File: config.mk
export PLATFORM = sky130hd
export DESIGN_NAME = lvtx_top
export DESIGN_NICKNAME = d
export VERILOG_FILES = /design/src/design/lvtx_pkg.sv /design/src/design/lvtx_out_elem.sv /design/src/design/lvtx_top.sv
export SDC_FILE = /design/constraint.sdc
export NUM_CORES = 1
export LEC_CHECK = 0
export ABC_CLOCK_PERIOD_IN_PS = 5900
export BUFFER_PORTS_ARGS = -buffer_cell sky130_fd_sc_hd__buf_2
export CAP_MARGIN = 20
export CORE_MARGIN = 4
export CORE_UTILIZATION = 40
export CTS_BUF_LIST = sky130_fd_sc_hd__clkbuf_8 sky130_fd_sc_hd__clkbuf_16
export CTS_CLUSTER_SIZE = 16
export DETAILED_ROUTE_END_ITERATION = 7
export GPL_ROUTABILITY_DRIVEN = 0
export SETUP_SLACK_MARGIN = 0.5
export SLEW_MARGIN = 10
export SYNTH_ARGS = -nofsm -noshare
export SYNTH_HDL_FRONTEND = slang
export SYNTH_SLANG_ARGS = --single-unit
File: constraint.sdc
create_clock -name CLK -period 5.9 [get_ports CLK]
set_input_delay 0 -clock CLK [delete_from_list [all_inputs] [get_ports CLK]]
set_output_delay 0 -clock CLK [all_outputs]
set_load 0.005 [all_outputs]
File: src/design/lvtx_pkg.sv
// Package for the serial transmitter: register map, field layout, reset values,
// output modes and the packed carriers shared by the transmitter files.
// Assumes a 32-bit APB slave with byte addresses and one register per word.
package lvtx_pkg;

  // Register byte offsets
  localparam logic [11:0] OFS_CTRL    = 12'h0_000;
  localparam logic [11:0] OFS_FACTOR  = 12'h0_004;
  localparam logic [11:0] OFS_FWDDIV  = 12'h0_008;
  localparam logic [11:0] OFS_PREEMPH = 12'h0_00C;
  localparam logic [11:0] OFS_STATUS  = 12'h0_010;
  localparam logic [11:0] OFS_WORDCNT = 12'h0_014;

  // Control register fields
  localparam int CTRL_EN_BIT     = 0;
  localparam int CTRL_MODE_LSB   = 1;
  localparam int CTRL_CLKCH_BIT  = 3;
  localparam int CTRL_FWDEN_BIT  = 4;
  localparam int CTRL_PHASE_BIT  = 5;

  // Pre-emphasis register fields
  localparam int PRE_LVL_LSB     = 0;
  localparam int PRE_VARIANT_BIT = 4;

  // Status register fields
  localparam int STAT_RUN_BIT    = 0;
  localparam int STAT_CNT_LSB    = 4;
  localparam int STAT_FAC_LSB    = 8;

  // Widths and limits
  localparam int WORD_W          = 10;
  localparam logic [3:0] MAX_FACTOR = 4'h0_00A;

  // Reset values, pre-emphasis limit and idle level
  localparam logic [3:0] RST_FACTOR   = 4'h0_00A;
  localparam logic [3:0] RST_FWDDIV   = 4'h0_001;
  localparam logic [1:0] RST_PRE_VAR0 = 2'h0_001;
  localparam logic [1:0] RST_PRE_VAR1 = 2'h0_000;
  localparam logic [1:0] PRE_MAX_VAR0 = 2'h0_001;
  localparam logic       IDLE_LEVEL   = 1'h0_000;

  // Output path modes
  typedef enum logic [1:0] {
    MODE_SER = 2'b00,
    MODE_DDR = 2'b01,
    MODE_SDR = 2'b10
  } lvtx_mode_t;

  // Static configuration as held by the register file
  typedef struct packed {
    logic       enable;
    lvtx_mode_t mode;
    logic       clk_chan;
    logic       fwd_en;
    logic       phase_180;
    logic [3:0] factor;
    logic [3:0] fwd_div;
    logic       pre_variant;
    logic [1:0] pre_level;
  } lvtx_cfg_t;

  // Two bits for one clock period: first half, second half
  typedef struct packed {
    logic first;
    logic second;
  } lvtx_pair_t;

endpackage

File: src/design/lvtx_out_elem.sv
// Output element: two data output registers that serve serial and DDR; SDR bypasses them.
// Assumes the pin driver merges the two halves on the two clock phases.
`timescale 1ns/1ps
module lvtx_out_elem (
  input  wire logic                clk,
  input  wire logic                rst_n,
  input  wire lvtx_pkg::lvtx_mode_t mode,
  input  wire lvtx_pkg::lvtx_pair_t din,
  output logic                     out_first,
  output logic                     out_second
);

  // State: the two output registers
  typedef struct packed {
    logic reg_a_ff;
    logic reg_b_ff;
  } lvtx_oe_state_t;

  lvtx_oe_state_t st_ff;
  lvtx_oe_state_t nxt_st;

  // Both registers capture on every rising edge, in any mode
  always_comb begin
    nxt_st          = st_ff;
    nxt_st.reg_a_ff = din.first;
    nxt_st.reg_b_ff = din.second;
  end

  always_ff @(posedge clk or negedge rst_n) begin
    if (!rst_n) begin
      st_ff <= '0;
    end else begin
      st_ff <= nxt_st;
    end
  end

  // SDR bypasses the registers, the others use them
  always_comb begin
    if (mode == lvtx_pkg::MODE_SDR) begin
      out_first  = din.first;
      out_second = din.first;
    end else begin
      out_first  = st_ff.reg_a_ff;
      out_second = st_ff.reg_b_ff;
    end
  end

endmodule

File: src/design/lvtx_top.sv
// Serial transmitter datapath with APB register file and forwarded clock.
// Assumes CLK is the serial bit clock and TX_WORD comes from logic on CLK.
//
// Contract
// - Each word leaves most significant bit first, then the rest in descending order.
// - Parallel load and shift registers run on the bit clock; a load strobe picks capture.
// - The serialization factor is static and only 4, 6, 7, 8 or 10 is accepted.
// - The load strobe comes from the factor, one word per factor bit periods.
// - Bypass runs DDR with two bits per clock or SDR with one bit per clock.
// - The output element has two output registers, used for serial and DDR; SDR bypasses them.
// - Bypass DDR registers the output on the clock; bypass SDR passes data straight.
// - The parallel input is up to 10 bits wide and its used width equals the factor.
// - A forwarded clock divides by 1, 2, 4, 6, 8 or 10, as the factor allows.
// - The forwarded clock phase is statically 0 or 180 degrees against the data.
// - In clock output mode the data channel sends a clock through the serializer.
// - Pre-emphasis is static: 0 or 1 (default 1) on one variant, 0 to 3 (default 0) on the other.
`timescale 1ns/1ps
module lvtx_top (
  input  wire logic        CLK,
  input  wire logic        NRST,
  input  wire logic        PSEL,
  input  wire logic        PENABLE,
  input  wire logic        PWRITE,
  input  wire logic [11:0] PADDR,
  input  wire logic [31:0] PWDATA,
  output logic      [31:0] PRDATA,
  output logic             PREADY,
  output logic             PSLVERR,
  input  wire logic [9:0]  TX_WORD,
  output logic             TX_LOAD,
  output logic             TX_OUT_FIRST,
  output logic             TX_OUT_SECOND,
  output logic             TX_FWD_FIRST,
  output logic             TX_FWD_SECOND,
  output logic [1:0]       TX_PREEMPH
);

  // All state of the transmitter except the reset synchronizer and the output element registers
  typedef struct packed {
    lvtx_pkg::lvtx_cfg_t cfg_ff;
    logic [31:0]         prdata_ff;
    logic                slverr_ff;
    logic [3:0]          bit_cnt_ff;
    logic [9:0]          par_ff;
    logic                par_vld_ff;
    logic [9:0]          shift_ff;
    logic                shift_vld_ff;
    logic [3:0]          fwd_cnt_ff;
    logic                ser_bit_ff;
    logic                fwd_a_ff;
    logic                fwd_b_ff;
    logic [15:0]         word_cnt_ff;
  } lvtx_state_t;

  logic [1:0]  rst_sync_ff;
  logic        rst_n;
  lvtx_state_t st_ff;
  lvtx_state_t nxt_st;
  logic        load_stb;
  logic        shift_load;
  logic        wr_en;
  logic        rd_en;
  logic [9:0]  word_in;
  logic [3:0]  nxt_fwd;
  lvtx_pkg::lvtx_pair_t data_pair;
  lvtx_pkg::lvtx_pair_t fwd_pair;

  // Accepted serialization factors
  function automatic logic legal_factor(input logic [3:0] f);
    case (f)
      4'h0_004, 4'h0_006, 4'h0_007, 4'h0_008, 4'h0_00A: legal_factor = 1'b1;
      default: legal_factor = 1'b0;
    endcase
  endfunction

  // Forwarded clock divides that fit a whole number of times in a word
  function automatic logic legal_div(input logic [3:0] f, input logic [3:0] d);
    case (d)
      4'h0_001: legal_div = 1'b1;
      4'h0_002: legal_div = (f == 4'h0_004) || (f == 4'h0_006) || (f == 4'h0_008) ||
                            (f == 4'h0_00A);
      4'h0_004: legal_div = (f == 4'h0_004) || (f == 4'h0_008);
      4'h0_006: legal_div = (f == 4'h0_006);
      4'h0_008: legal_div = (f == 4'h0_008);
      4'h0_00A: legal_div = (f == 4'h0_00A);
      default:  legal_div = 1'b0;
    endcase
  endfunction

  // Clock pattern word: upper half of the factor high, rest low
  function automatic logic [9:0] clk_pattern(input logic [3:0] f);
    logic [9:0] pat;
    pat = '0;
    for (int i = 0; i < lvtx_pkg::WORD_W; i++) begin
      if ((i < 32'(f)) && (i >= 32'(f) / 2)) begin
        pat[i] = 1'b1;
      end
    end
    clk_pattern = pat;
  endfunction

  // Reset release through two flip-flops
  always_ff @(posedge CLK or negedge NRST) begin
    if (!NRST) begin
      rst_sync_ff <= 2'h0_000;
    end else begin
      rst_sync_ff <= {rst_sync_ff[0], 1'b1};
    end
  end
  assign rst_n = rst_sync_ff[1];

  // APB decode, zero wait states
  assign wr_en   = PSEL && PENABLE && PWRITE;
  assign rd_en   = PSEL && !PENABLE && !PWRITE;
  assign PREADY  = 1'b1;
  assign PRDATA  = st_ff.prdata_ff;
  assign PSLVERR = st_ff.slverr_ff && PSEL && PENABLE;

  // Word source: user data or clock pattern
  assign word_in = st_ff.cfg_ff.clk_chan ? clk_pattern(st_ff.cfg_ff.factor)
                                         : TX_WORD;

  // Strobe at the last bit period of each word; every clock in bypass
  assign load_stb   = st_ff.cfg_ff.enable &&
                      ((st_ff.cfg_ff.mode != lvtx_pkg::MODE_SER) ||
                       (st_ff.bit_cnt_ff == st_ff.cfg_ff.factor - 4'h0_001));
  assign shift_load = st_ff.cfg_ff.enable && (st_ff.bit_cnt_ff == 4'h0_000);
  assign TX_LOAD    = load_stb;

  // Forwarded clock counter value after this edge
  assign nxt_fwd = (shift_load || st_ff.fwd_cnt_ff == st_ff.cfg_ff.fwd_div - 4'h0_001)
                 ? 4'h0_000 : st_ff.fwd_cnt_ff + 4'h0_001;

  // Next state: registers, serializer and forwarded clock
  always_comb begin
    nxt_st           = st_ff;
    nxt_st.slverr_ff = 1'b0;
    // Read data captured in the setup phase
    if (rd_en) begin
      nxt_st.prdata_ff = '0;
      case (PADDR)
        lvtx_pkg::OFS_CTRL: begin
          nxt_st.prdata_ff[lvtx_pkg::CTRL_EN_BIT]    = st_ff.cfg_ff.enable;
          nxt_st.prdata_ff[lvtx_pkg::CTRL_MODE_LSB +: 2] = st_ff.cfg_ff.mode;
          nxt_st.prdata_ff[lvtx_pkg::CTRL_CLKCH_BIT] = st_ff.cfg_ff.clk_chan;
          nxt_st.prdata_ff[lvtx_pkg::CTRL_FWDEN_BIT] = st_ff.cfg_ff.fwd_en;
          nxt_st.prdata_ff[lvtx_pkg::CTRL_PHASE_BIT] = st_ff.cfg_ff.phase_180;
        end
        lvtx_pkg::OFS_FACTOR: nxt_st.prdata_ff[3:0] = st_ff.cfg_ff.factor;
        lvtx_pkg::OFS_FWDDIV: nxt_st.prdata_ff[3:0] = st_ff.cfg_ff.fwd_div;
        lvtx_pkg::OFS_PREEMPH: begin
          nxt_st.prdata_ff[lvtx_pkg::PRE_LVL_LSB +: 2]  = st_ff.cfg_ff.pre_level;
          nxt_st.prdata_ff[lvtx_pkg::PRE_VARIANT_BIT]   = st_ff.cfg_ff.pre_variant;
        end
        lvtx_pkg::OFS_STATUS: begin
          nxt_st.prdata_ff[lvtx_pkg::STAT_RUN_BIT]      = st_ff.shift_vld_ff;
          nxt_st.prdata_ff[lvtx_pkg::STAT_CNT_LSB +: 4] = st_ff.bit_cnt_ff;
          nxt_st.prdata_ff[lvtx_pkg::STAT_FAC_LSB +: 4] = st_ff.cfg_ff.factor;
        end
        lvtx_pkg::OFS_WORDCNT: nxt_st.prdata_ff[15:0] = st_ff.word_cnt_ff;
        default: nxt_st.slverr_ff = 1'b1;
      endcase
    end else if (PSEL && !PENABLE) begin
      case (PADDR)
        lvtx_pkg::OFS_CTRL, lvtx_pkg::OFS_FACTOR, lvtx_pkg::OFS_FWDDIV,
        lvtx_pkg::OFS_PREEMPH, lvtx_pkg::OFS_STATUS, lvtx_pkg::OFS_WORDCNT:
          nxt_st.slverr_ff = 1'b0;
        default: nxt_st.slverr_ff = 1'b1;
      endcase
    end else if (PSEL && PENABLE) begin
      nxt_st.slverr_ff = st_ff.slverr_ff;
    end

    // Serializer: counter, parallel load register, shift register
    if (!st_ff.cfg_ff.enable) begin
      nxt_st.bit_cnt_ff   = '0;
      nxt_st.par_vld_ff   = 1'b0;
      nxt_st.shift_vld_ff = 1'b0;
      nxt_st.fwd_cnt_ff   = '0;
    end else if (st_ff.cfg_ff.mode == lvtx_pkg::MODE_SER) begin
      nxt_st.bit_cnt_ff = load_stb ? 4'h0_000 : st_ff.bit_cnt_ff + 4'h0_001;
      if (load_stb) begin
        nxt_st.par_ff      = word_in;
        nxt_st.par_vld_ff  = 1'b1;
        nxt_st.word_cnt_ff = st_ff.word_cnt_ff + 16'h0_001;
      end
      if (shift_load) begin
        // Left align so the top bit of the word leaves first
        nxt_st.shift_ff     = 10'(st_ff.par_ff << (lvtx_pkg::MAX_FACTOR -
                                                   st_ff.cfg_ff.factor));
        nxt_st.shift_vld_ff = st_ff.par_vld_ff;
      end else begin
        nxt_st.shift_ff = {st_ff.shift_ff[8:0], 1'b0};
      end
      nxt_st.fwd_cnt_ff = nxt_fwd;
    end else begin
      // Bypass: the fabric word goes straight to the output element
      nxt_st.bit_cnt_ff   = '0;
      nxt_st.shift_vld_ff = 1'b1;
      nxt_st.word_cnt_ff  = st_ff.word_cnt_ff + 16'h0_001;
    end

    // Serial bit and forwarded clock halves, aligned to each other
    nxt_st.ser_bit_ff = nxt_st.shift_vld_ff ? nxt_st.shift_ff[9] : lvtx_pkg::IDLE_LEVEL;
    if (!nxt_st.shift_vld_ff || !st_ff.cfg_ff.fwd_en) begin
      nxt_st.fwd_a_ff = lvtx_pkg::IDLE_LEVEL;
      nxt_st.fwd_b_ff = lvtx_pkg::IDLE_LEVEL;
    end else if (st_ff.cfg_ff.mode != lvtx_pkg::MODE_SER) begin
      nxt_st.fwd_a_ff = !st_ff.cfg_ff.phase_180;
      nxt_st.fwd_b_ff = st_ff.cfg_ff.phase_180;
    end else begin
      // High for the first half of the divided period, or for the second half at 180 degrees
      nxt_st.fwd_a_ff = ({1'b0, nxt_st.fwd_cnt_ff, 1'b0} < {2'b00, st_ff.cfg_ff.fwd_div})
                        ^ st_ff.cfg_ff.phase_180;
      nxt_st.fwd_b_ff = ({1'b0, nxt_st.fwd_cnt_ff, 1'b1} < {2'b00, st_ff.cfg_ff.fwd_div})
                        ^ st_ff.cfg_ff.phase_180;
    end

    // Register writes take effect in the access phase
    if (wr_en) begin
      case (PADDR)
        lvtx_pkg::OFS_CTRL: begin
          nxt_st.cfg_ff.enable    = PWDATA[lvtx_pkg::CTRL_EN_BIT];
          if (PWDATA[lvtx_pkg::CTRL_MODE_LSB +: 2] != 2'b11) begin
            nxt_st.cfg_ff.mode = lvtx_pkg::lvtx_mode_t'(PWDATA[lvtx_pkg::CTRL_MODE_LSB +: 2]);
          end
          nxt_st.cfg_ff.clk_chan  = PWDATA[lvtx_pkg::CTRL_CLKCH_BIT];
          nxt_st.cfg_ff.fwd_en    = PWDATA[lvtx_pkg::CTRL_FWDEN_BIT];
          nxt_st.cfg_ff.phase_180 = PWDATA[lvtx_pkg::CTRL_PHASE_BIT];
        end
        lvtx_pkg::OFS_FACTOR: begin
          if (legal_factor(PWDATA[3:0])) begin
            nxt_st.cfg_ff.factor = PWDATA[3:0];
            nxt_st.bit_cnt_ff    = '0;
            nxt_st.par_vld_ff    = 1'b0;
            nxt_st.shift_vld_ff  = 1'b0;
            if (!legal_div(PWDATA[3:0], st_ff.cfg_ff.fwd_div)) begin
              nxt_st.cfg_ff.fwd_div = lvtx_pkg::RST_FWDDIV;
            end
          end
        end
        lvtx_pkg::OFS_FWDDIV: begin
          if (legal_div(st_ff.cfg_ff.factor, PWDATA[3:0])) begin
            nxt_st.cfg_ff.fwd_div = PWDATA[3:0];
          end
        end
        lvtx_pkg::OFS_PREEMPH: begin
          if (PWDATA[lvtx_pkg::PRE_VARIANT_BIT] != st_ff.cfg_ff.pre_variant) begin
            // Variant change returns the level to that variant's default
            nxt_st.cfg_ff.pre_variant = PWDATA[lvtx_pkg::PRE_VARIANT_BIT];
            nxt_st.cfg_ff.pre_level   = PWDATA[lvtx_pkg::PRE_VARIANT_BIT]
                                      ? lvtx_pkg::RST_PRE_VAR1 : lvtx_pkg::RST_PRE_VAR0;
          end else if (st_ff.cfg_ff.pre_variant ||
                       PWDATA[lvtx_pkg::PRE_LVL_LSB +: 2] <= lvtx_pkg::PRE_MAX_VAR0) begin
            nxt_st.cfg_ff.pre_level = PWDATA[lvtx_pkg::PRE_LVL_LSB +: 2];
          end
        end
        default: nxt_st.cfg_ff.enable = st_ff.cfg_ff.enable;
      endcase
    end
  end

  // State register
  always_ff @(posedge CLK or negedge rst_n) begin
    if (!rst_n) begin
      st_ff                    <= '0;
      st_ff.cfg_ff.mode        <= lvtx_pkg::MODE_SER;
      st_ff.cfg_ff.factor      <= lvtx_pkg::RST_FACTOR;
      st_ff.cfg_ff.fwd_div     <= lvtx_pkg::RST_FWDDIV;
      st_ff.cfg_ff.pre_level   <= lvtx_pkg::RST_PRE_VAR0;
    end else begin
      st_ff <= nxt_st;
    end
  end

  // Output element inputs per mode
  always_comb begin
    case (st_ff.cfg_ff.mode)
      lvtx_pkg::MODE_DDR: data_pair = '{first: TX_WORD[1], second: TX_WORD[0]};
      lvtx_pkg::MODE_SDR: data_pair = '{first: TX_WORD[0], second: TX_WORD[0]};
      default:            data_pair = '{first: st_ff.ser_bit_ff, second: st_ff.ser_bit_ff};
    endcase
    if (!st_ff.cfg_ff.enable) begin
      data_pair = '{first: lvtx_pkg::IDLE_LEVEL, second: lvtx_pkg::IDLE_LEVEL};
    end
    fwd_pair = '{first: st_ff.fwd_a_ff, second: st_ff.fwd_b_ff};
  end

  // Data channel output element
  lvtx_out_elem u_data_oe (
    .clk        (CLK),
    .rst_n      (rst_n),
    .mode       (st_ff.cfg_ff.mode),
    .din        (data_pair),
    .out_first  (TX_OUT_FIRST),
    .out_second (TX_OUT_SECOND)
  );

  // Forwarded clock output element, always registered to stay aligned
  lvtx_out_elem u_fwd_oe (
    .clk        (CLK),
    .rst_n      (rst_n),
    .mode       (lvtx_pkg::MODE_DDR),
    .din        (fwd_pair),
    .out_first  (TX_FWD_FIRST),
    .out_second (TX_FWD_SECOND)
  );

  assign TX_PREEMPH = st_ff.cfg_ff.pre_level;

endmodule

---- Word level (Yosys, flattened, before mapping) ----
Cells that the tools add are included.
word-level totals
  input port bits ......................... 59
  output and inout port bits .............. 41
  word-level logic and storage cells ...... 214
  bits in registers ....................... 89
cells by class
  add/sub/neg operators ................... 6
  multiplexer cells ....................... 70
  order comparisons ....................... 23
  equal/unequal tests ..................... 33
  bitwise operators ....................... 2
  shift-type cells ........................ 1
  reduce and logical (&&, ||, !) cells .... 52
operator list
  operator                                                                     number
  4-bit two-way mux                                                            12
  1-bit two-way mux                                                            36
  16-bit two-way mux                                                           2
  10-bit two-way mux                                                           3
  4-bit by 3-bit equality test with 1-bit output, second input constant        7
  12-bit by 4-bit equality test with 1-bit output, second input constant       2
  12-bit by 5-bit equality test with 1-bit output, second input constant       2
  4-bit equality test, second input constant                                   6
  1-bit logical AND                                                            18
  1-bit case mux with 6 select lines                                           3
  16-bit by 1-bit adder with 16-bit output, second input constant              1
  3-bit by 4-bit less-than comparator with 1-bit output, first input constant  4
  3-bit AND reduction                                                          5
  12-bit by 3-bit equality test with 1-bit output, second input constant       1
  3-bit greater-or-equal comparator, first input constant                      4
  12-bit logical NOT                                                           1
  1-bit logical OR                                                             12
  6-bit case mux with 2 select lines                                           1
  11-bit two-way mux                                                           1
  5-bit by 4-bit less-than comparator with 1-bit output                        2
  2-bit two-way mux                                                            5
  2-bit inequality test, second input constant                                 5
  10-bit by 4-bit << shifter with 10-bit output                                1
  4-bit by 1-bit adder with 4-bit output, second input constant                2
  other kinds (32)                                                             51

---- Depth between registers and ports, before layout ----
  depth in word-level cells ............... 11
  mapped depth ............................ 15
  mapped depth without buffers ............ 15

---- Hierarchy ----
Synthesis repeated with hierarchy kept, for this count alone.
unflattened totals
  cell total of the unflattened synthesis .. 571
  area, all modules ....................... 5,591.6 um^2
modules (own cells, without submodules)
  module         seq. area each (um^2)  area each (um^2)  instances  cells an instance
  lvtx_top       2,132.0                5,403.9           1          561
  lvtx_out_elem  50.0                   93.8              2          5

---- Worst setup path after synthesis ----
OpenSTA, ideal clock, no wires.
  path kind ............................... register to register
  from .................................... register st_ff[85] in the netlist's numbering
  to ...................................... register st_ff, in the netlist fwd_pair[1]
  setup time .............................. 0.128 ns
  data required time ...................... 5.772 ns
  stages on the path, launching flop included .. 16
  path slack .............................. 3.082 ns
  period minus slack after synthesis ...... 2.818 ns
  arrival time ............................ 2.690 ns
  path buffers ............................ 0
  cells stage by stage .................... dfstp_2 inv_1 ha_1 xor2_1 xnor2_1 nand4_1 nand2_1 a21bo_2 nor2b_1 ha_1 nor2b_1 o21a_1 o21a_1 o21ai_0 o21ai_0 mux2i_1
RTL lines
  item                    line             text
  start, declared         lvtx_top.sv:57   lvtx_state_t st_ff;
  start signal, assigned  lvtx_top.sv:272  st_ff <= nxt_st;

---- Final worst setup path ----
  from .................................... register st_ff[89] in the netlist's numbering
  to ...................................... output TX_LOAD
on the way
  cells in the longest elaborated chain, start to end .. 4
RTL lines
  item                                         line             text
  4-bit by 1-bit subtractor with 4-bit output  lvtx_top.sv:126  (st_ff.bit_cnt_ff == st_ff.cfg_ff.factor - 4'h0_001));
  4-bit equality test                          lvtx_top.sv:126
  1-bit logical OR                             lvtx_top.sv:125  ((st_ff.cfg_ff.mode != lvtx_pkg::MODE_SER) ||
  1-bit logical AND                            lvtx_top.sv:124  assign load_stb = st_ff.cfg_ff.enable &&
  end, declared                                lvtx_top.sv:30   output logic TX_LOAD,
Every way passes these cells.

==> results.sh <==
export IMPL_crit_family="flip-flops"
export IMPL_hp_class="input pin to register"
export IMPL_path_class="register to output port"
export IMPL_drt_wl_total_mm=12.50
export IMPL_synth_area_mm2=0.005406
export IMPL_place_hpwl_mm=9.121
export IMPL_ant_nets=0
export IMPL_wl_per_cell_um=15.56
export IMPL_via_per_inst=5.308
export IMPL_grtUsageTotal_pct=16.64
export IMPL_cp_arrival_ns=3.70
export IMPL_status="complete, no violations"
export IMPL_nets=699
export IMPL_fin_area_mm2=0.006087
export IMPL_cts_inserted_buffers=9
export IMPL_setup_tns_ns=0
export IMPL_clock_sinks=89
export IMPL_port_buffers=56
export IMPL_h_tree_depth=3
export IMPL_finalClockSkew_ns=0.01000
export IMPL_reg2reg_to="st_ff[1]$_DFFE_PN0P_"
export IMPL_grt_start_max_net_pins=45
export IMPL_grt_overflow_total=0
export IMPL_clockRootBuffer="clkbuf_16"
export IMPL_core_rowCount=42
export IMPL_rr_worst_depth=7
export IMPL_hold_viol_final=0
export IMPL_min_period_ns=3.702
export IMPL_critPathBufInv=2
export IMPL_grt_pass1_vias=4200
export IMPL_crit_cells=7
export IMPL_path_cells="inv_1, ha_1, xor2_1, nand2_1, o31ai_2, and2_1, buf_2"
export IMPL_period_share_pct=62.75
export IMPL_die_h_um=124.3
export IMPL_cp_slowest_cell="dfrtp_1"
export IMPL_clk_latency_ns=0.35
export IMPL_avgSynthCellArea_um2=9.179
export IMPL_p_leak_nw=2.691
export IMPL_ioPinCount=100
export IMPL_dieArea_mm2=0.01544
export IMPL_die_w_um=124.3
export IMPL_critPathCaptureType="output port"
export IMPL_antennaDiodeCount=0
export IMPL_grt_pass1_wl_mm=21.18
export IMPL_drt_iter0_markers=272
export IMPL_clk_pin_slew_ns=0.07
export IMPL_timing_rr_start="st_ff[89]$_DFFE_PN0P_"
export IMPL_drive_above_1_share_pct=15.47
export IMPL_crit_path_start_kind="register"
export IMPL_cpPeakStageDelay_ns=0.84
export IMPL_syn_inst=589
export IMPL_finalPower_w=0.001335
export IMPL_area_growth_pct=12.59
export IMPL_rsz0062_at_grt="false"
export IMPL_async_reset_ff_share_pct=100.0
export IMPL_slew_headroom_pct=38.22
export IMPL_synth_edff_count=0
export IMPL_ff2ff_setup_slack_ns=2.25
export IMPL_vias=4262
export IMPL_peakVddDrop_uv=141.8
export IMPL_worstSetupStartpoint="st_ff[89]$_DFFE_PN0P_"
export IMPL_drtPass1Iterations=4
export IMPL_antenna_found_initial=0
export IMPL_synth_ff_type="dfrtp_1"
export IMPL_start_util_pct=40.83
export IMPL_yosys_warnings=0
export IMPL_cts_tree="built"
export IMPL_ys_seq_area_share_pct=41.29
export IMPL_clock_path_buffers=2
export IMPL_coreArea_mm2=0.01324
export IMPL_ys_seq_elements=89
export IMPL_remaining_drc_errors=0
export IMPL_fmax_mhz=270.1
export IMPL_crit_path_end="TX_LOAD"
export IMPL_setup_violations_final=0
export IMPL_cap_violations=0
export IMPL_ys_types=65
export IMPL_slew_violations=0
export IMPL_post_cts_buffers=0
export IMPL_worst_ep_required_time_ns=5.90
export IMPL_n_fill_cell=1314
export IMPL_tightest_slew_ns=0.9257
export IMPL_p_per_area_mw_per_mm2=219.3
export IMPL_critPathMaxFanout=19
export IMPL_place_area_mm2=0.005577
==> layout make-up <==
type / instances / area, µm² / area share [%]
multi-input cells: 422 / 2721 / 44.71
flip-flops and latches: 89 / 2236 / 36.73
repair buffers: 76 / 495.5 / 8.140
clock buffers: 9 / 225.2 / 3.700
well taps: 176 / 220.2 / 3.618
clock inverters: 7 / 98.84 / 1.624
inverters: 24 / 90.09 / 1.480
==> cells in the mapped netlist, types with 3 or more instances <==
cell type / instances / share of area [%]
a211oi_1: 5 / 0.69
a21boi_0: 5 / 0.69
a21oi_1: 24 / 2.2
a221oi_1: 10 / 1.6
a22o_1: 6 / 0.97
a22oi_1: 8 / 1.1
a31oi_1: 3 / 0.35
and2_1: 4 / 0.46
and3_1: 8 / 0.93
buf_2: 7 / 0.65
buf_4: 36 / 5.0
buf_6: 3 / 0.62
clkbuf_1: 24 / 1.7
dfrtp_1: 85 / 39
dfstp_2: 4 / 1.9
ha_1: 18 / 4.2
inv_1: 23 / 1.6
mux2_2: 7 / 1.5
mux2i_1: 14 / 2.6
mux4_2: 3 / 1.2
nand2_1: 66 / 4.6
nand2b_1: 6 / 0.69
nand3_1: 20 / 1.9
nand4_1: 8 / 0.93
nor2_1: 47 / 3.3
nor2b_1: 10 / 1.2
nor3_1: 8 / 0.74
nor4_1: 4 / 0.46
nor4b_1: 4 / 0.65
o21a_1: 3 / 0.42
o21ai_0: 35 / 3.2
o21ai_1: 4 / 0.37
o31ai_1: 4 / 0.56
xnor2_1: 23 / 3.7
xor2_1: 13 / 2.1
==> registers in the layout, summed over array words and instances (netlist names) <==
signal,count
rst_sync_ff,2
PRDATA,16
st_ff,63
fwd_pair,2
TX_PREEMPH,2
u_fwd_oe.st_ff,2
u_data_oe.st_ff,2
==> cells in the final DEF (no fill, tap or decap), types with 9 or more instances in the layout <==
cell type / count
nor2b_1: 10
dfrtp_1: 84
inv_1: 23
mux2i_1: 14
o21ai_0: 35
clkbuf_16: 9
ha_1: 18
buf_2: 56
xnor2_1: 23
a221oi_1: 10
nor2_1: 47
conb_1: 18
a21oi_1: 24
xor2_1: 13
nand3_1: 20
nand2_1: 66
dlygate4sd3_1: 18
==> timing repair <==
item / CTS / global route
hold buffers: 18 / 0
hold endpoints to repair: 18 / 0
setup endpoints to repair: 0 / 0
resized for setup: 0 / 0
==> metal layers <==
metal  global-route usage, %  up-vias  wire length [µm]
li1                        -     2080                 -
met1                   22.45     2063              5728
met2                   26.56      105              5952
met3                   4.631       14               645
met4                   4.191        0               170
met5                       0        -                 0
==> worst min path at each step <==
stage               cells past startpoint                       end       from
floorplan                               0  rst_sync_ff[0]$_DFF_PN0_       NRST
CTS                                     2     st_ff[87]$_DFFE_PN0P_  PWDATA[2]
finish                                  2     st_ff[87]$_DFFE_PN0P_  PWDATA[2]
detailed placement                      1  rst_sync_ff[0]$_DFF_PN0_       NRST
global route                            3     st_ff[85]$_DFFE_PN1P_  PWDATA[0]
global placement                        1  rst_sync_ff[0]$_DFF_PN0_       NRST
==> where the power goes <==
part | internal (W) | switching (W)
registers | 0.000618 | 0.00000999
clock network | 0.000375 | 0.000257
logic | 0.0000333 | 0.0000410
total | 0.00103 | 0.000308
==> per-stage QoR <==
stage | setup WS, ns | hold WS [ns] | std cells | utilization, %
finish | 2.198 | 0.01084 | 803 | 45.97
detailed placement | 2.207 | -0.2091 | 769 | 42.11
CTS | 2.149 | 0.004120 | 803 | 45.92
global route | 1.894 | 0.04606 | 803 | 45.97
floorplan | 3.082 | -0.2956 | 605 | -
global placement | 2.292 | -0.2151 | 768 | 41.90
==> kinds of logic (layout without fill, tap and decap cells) <==
logic type,count (synthesis),in the layout,share of synthesized area [%]
flops,89,89,41.29
xor+xnor,36,36,5.832
simple gates,198,198,17.84
fa+ha+maj,18,18,4.166
buf+inv,94,116,9.604
other cells,2,18,0.1389
compound gates,127,127,15.55
mux,25,25,5.577
No activity file was read; power rests on OpenSTA's default activity.
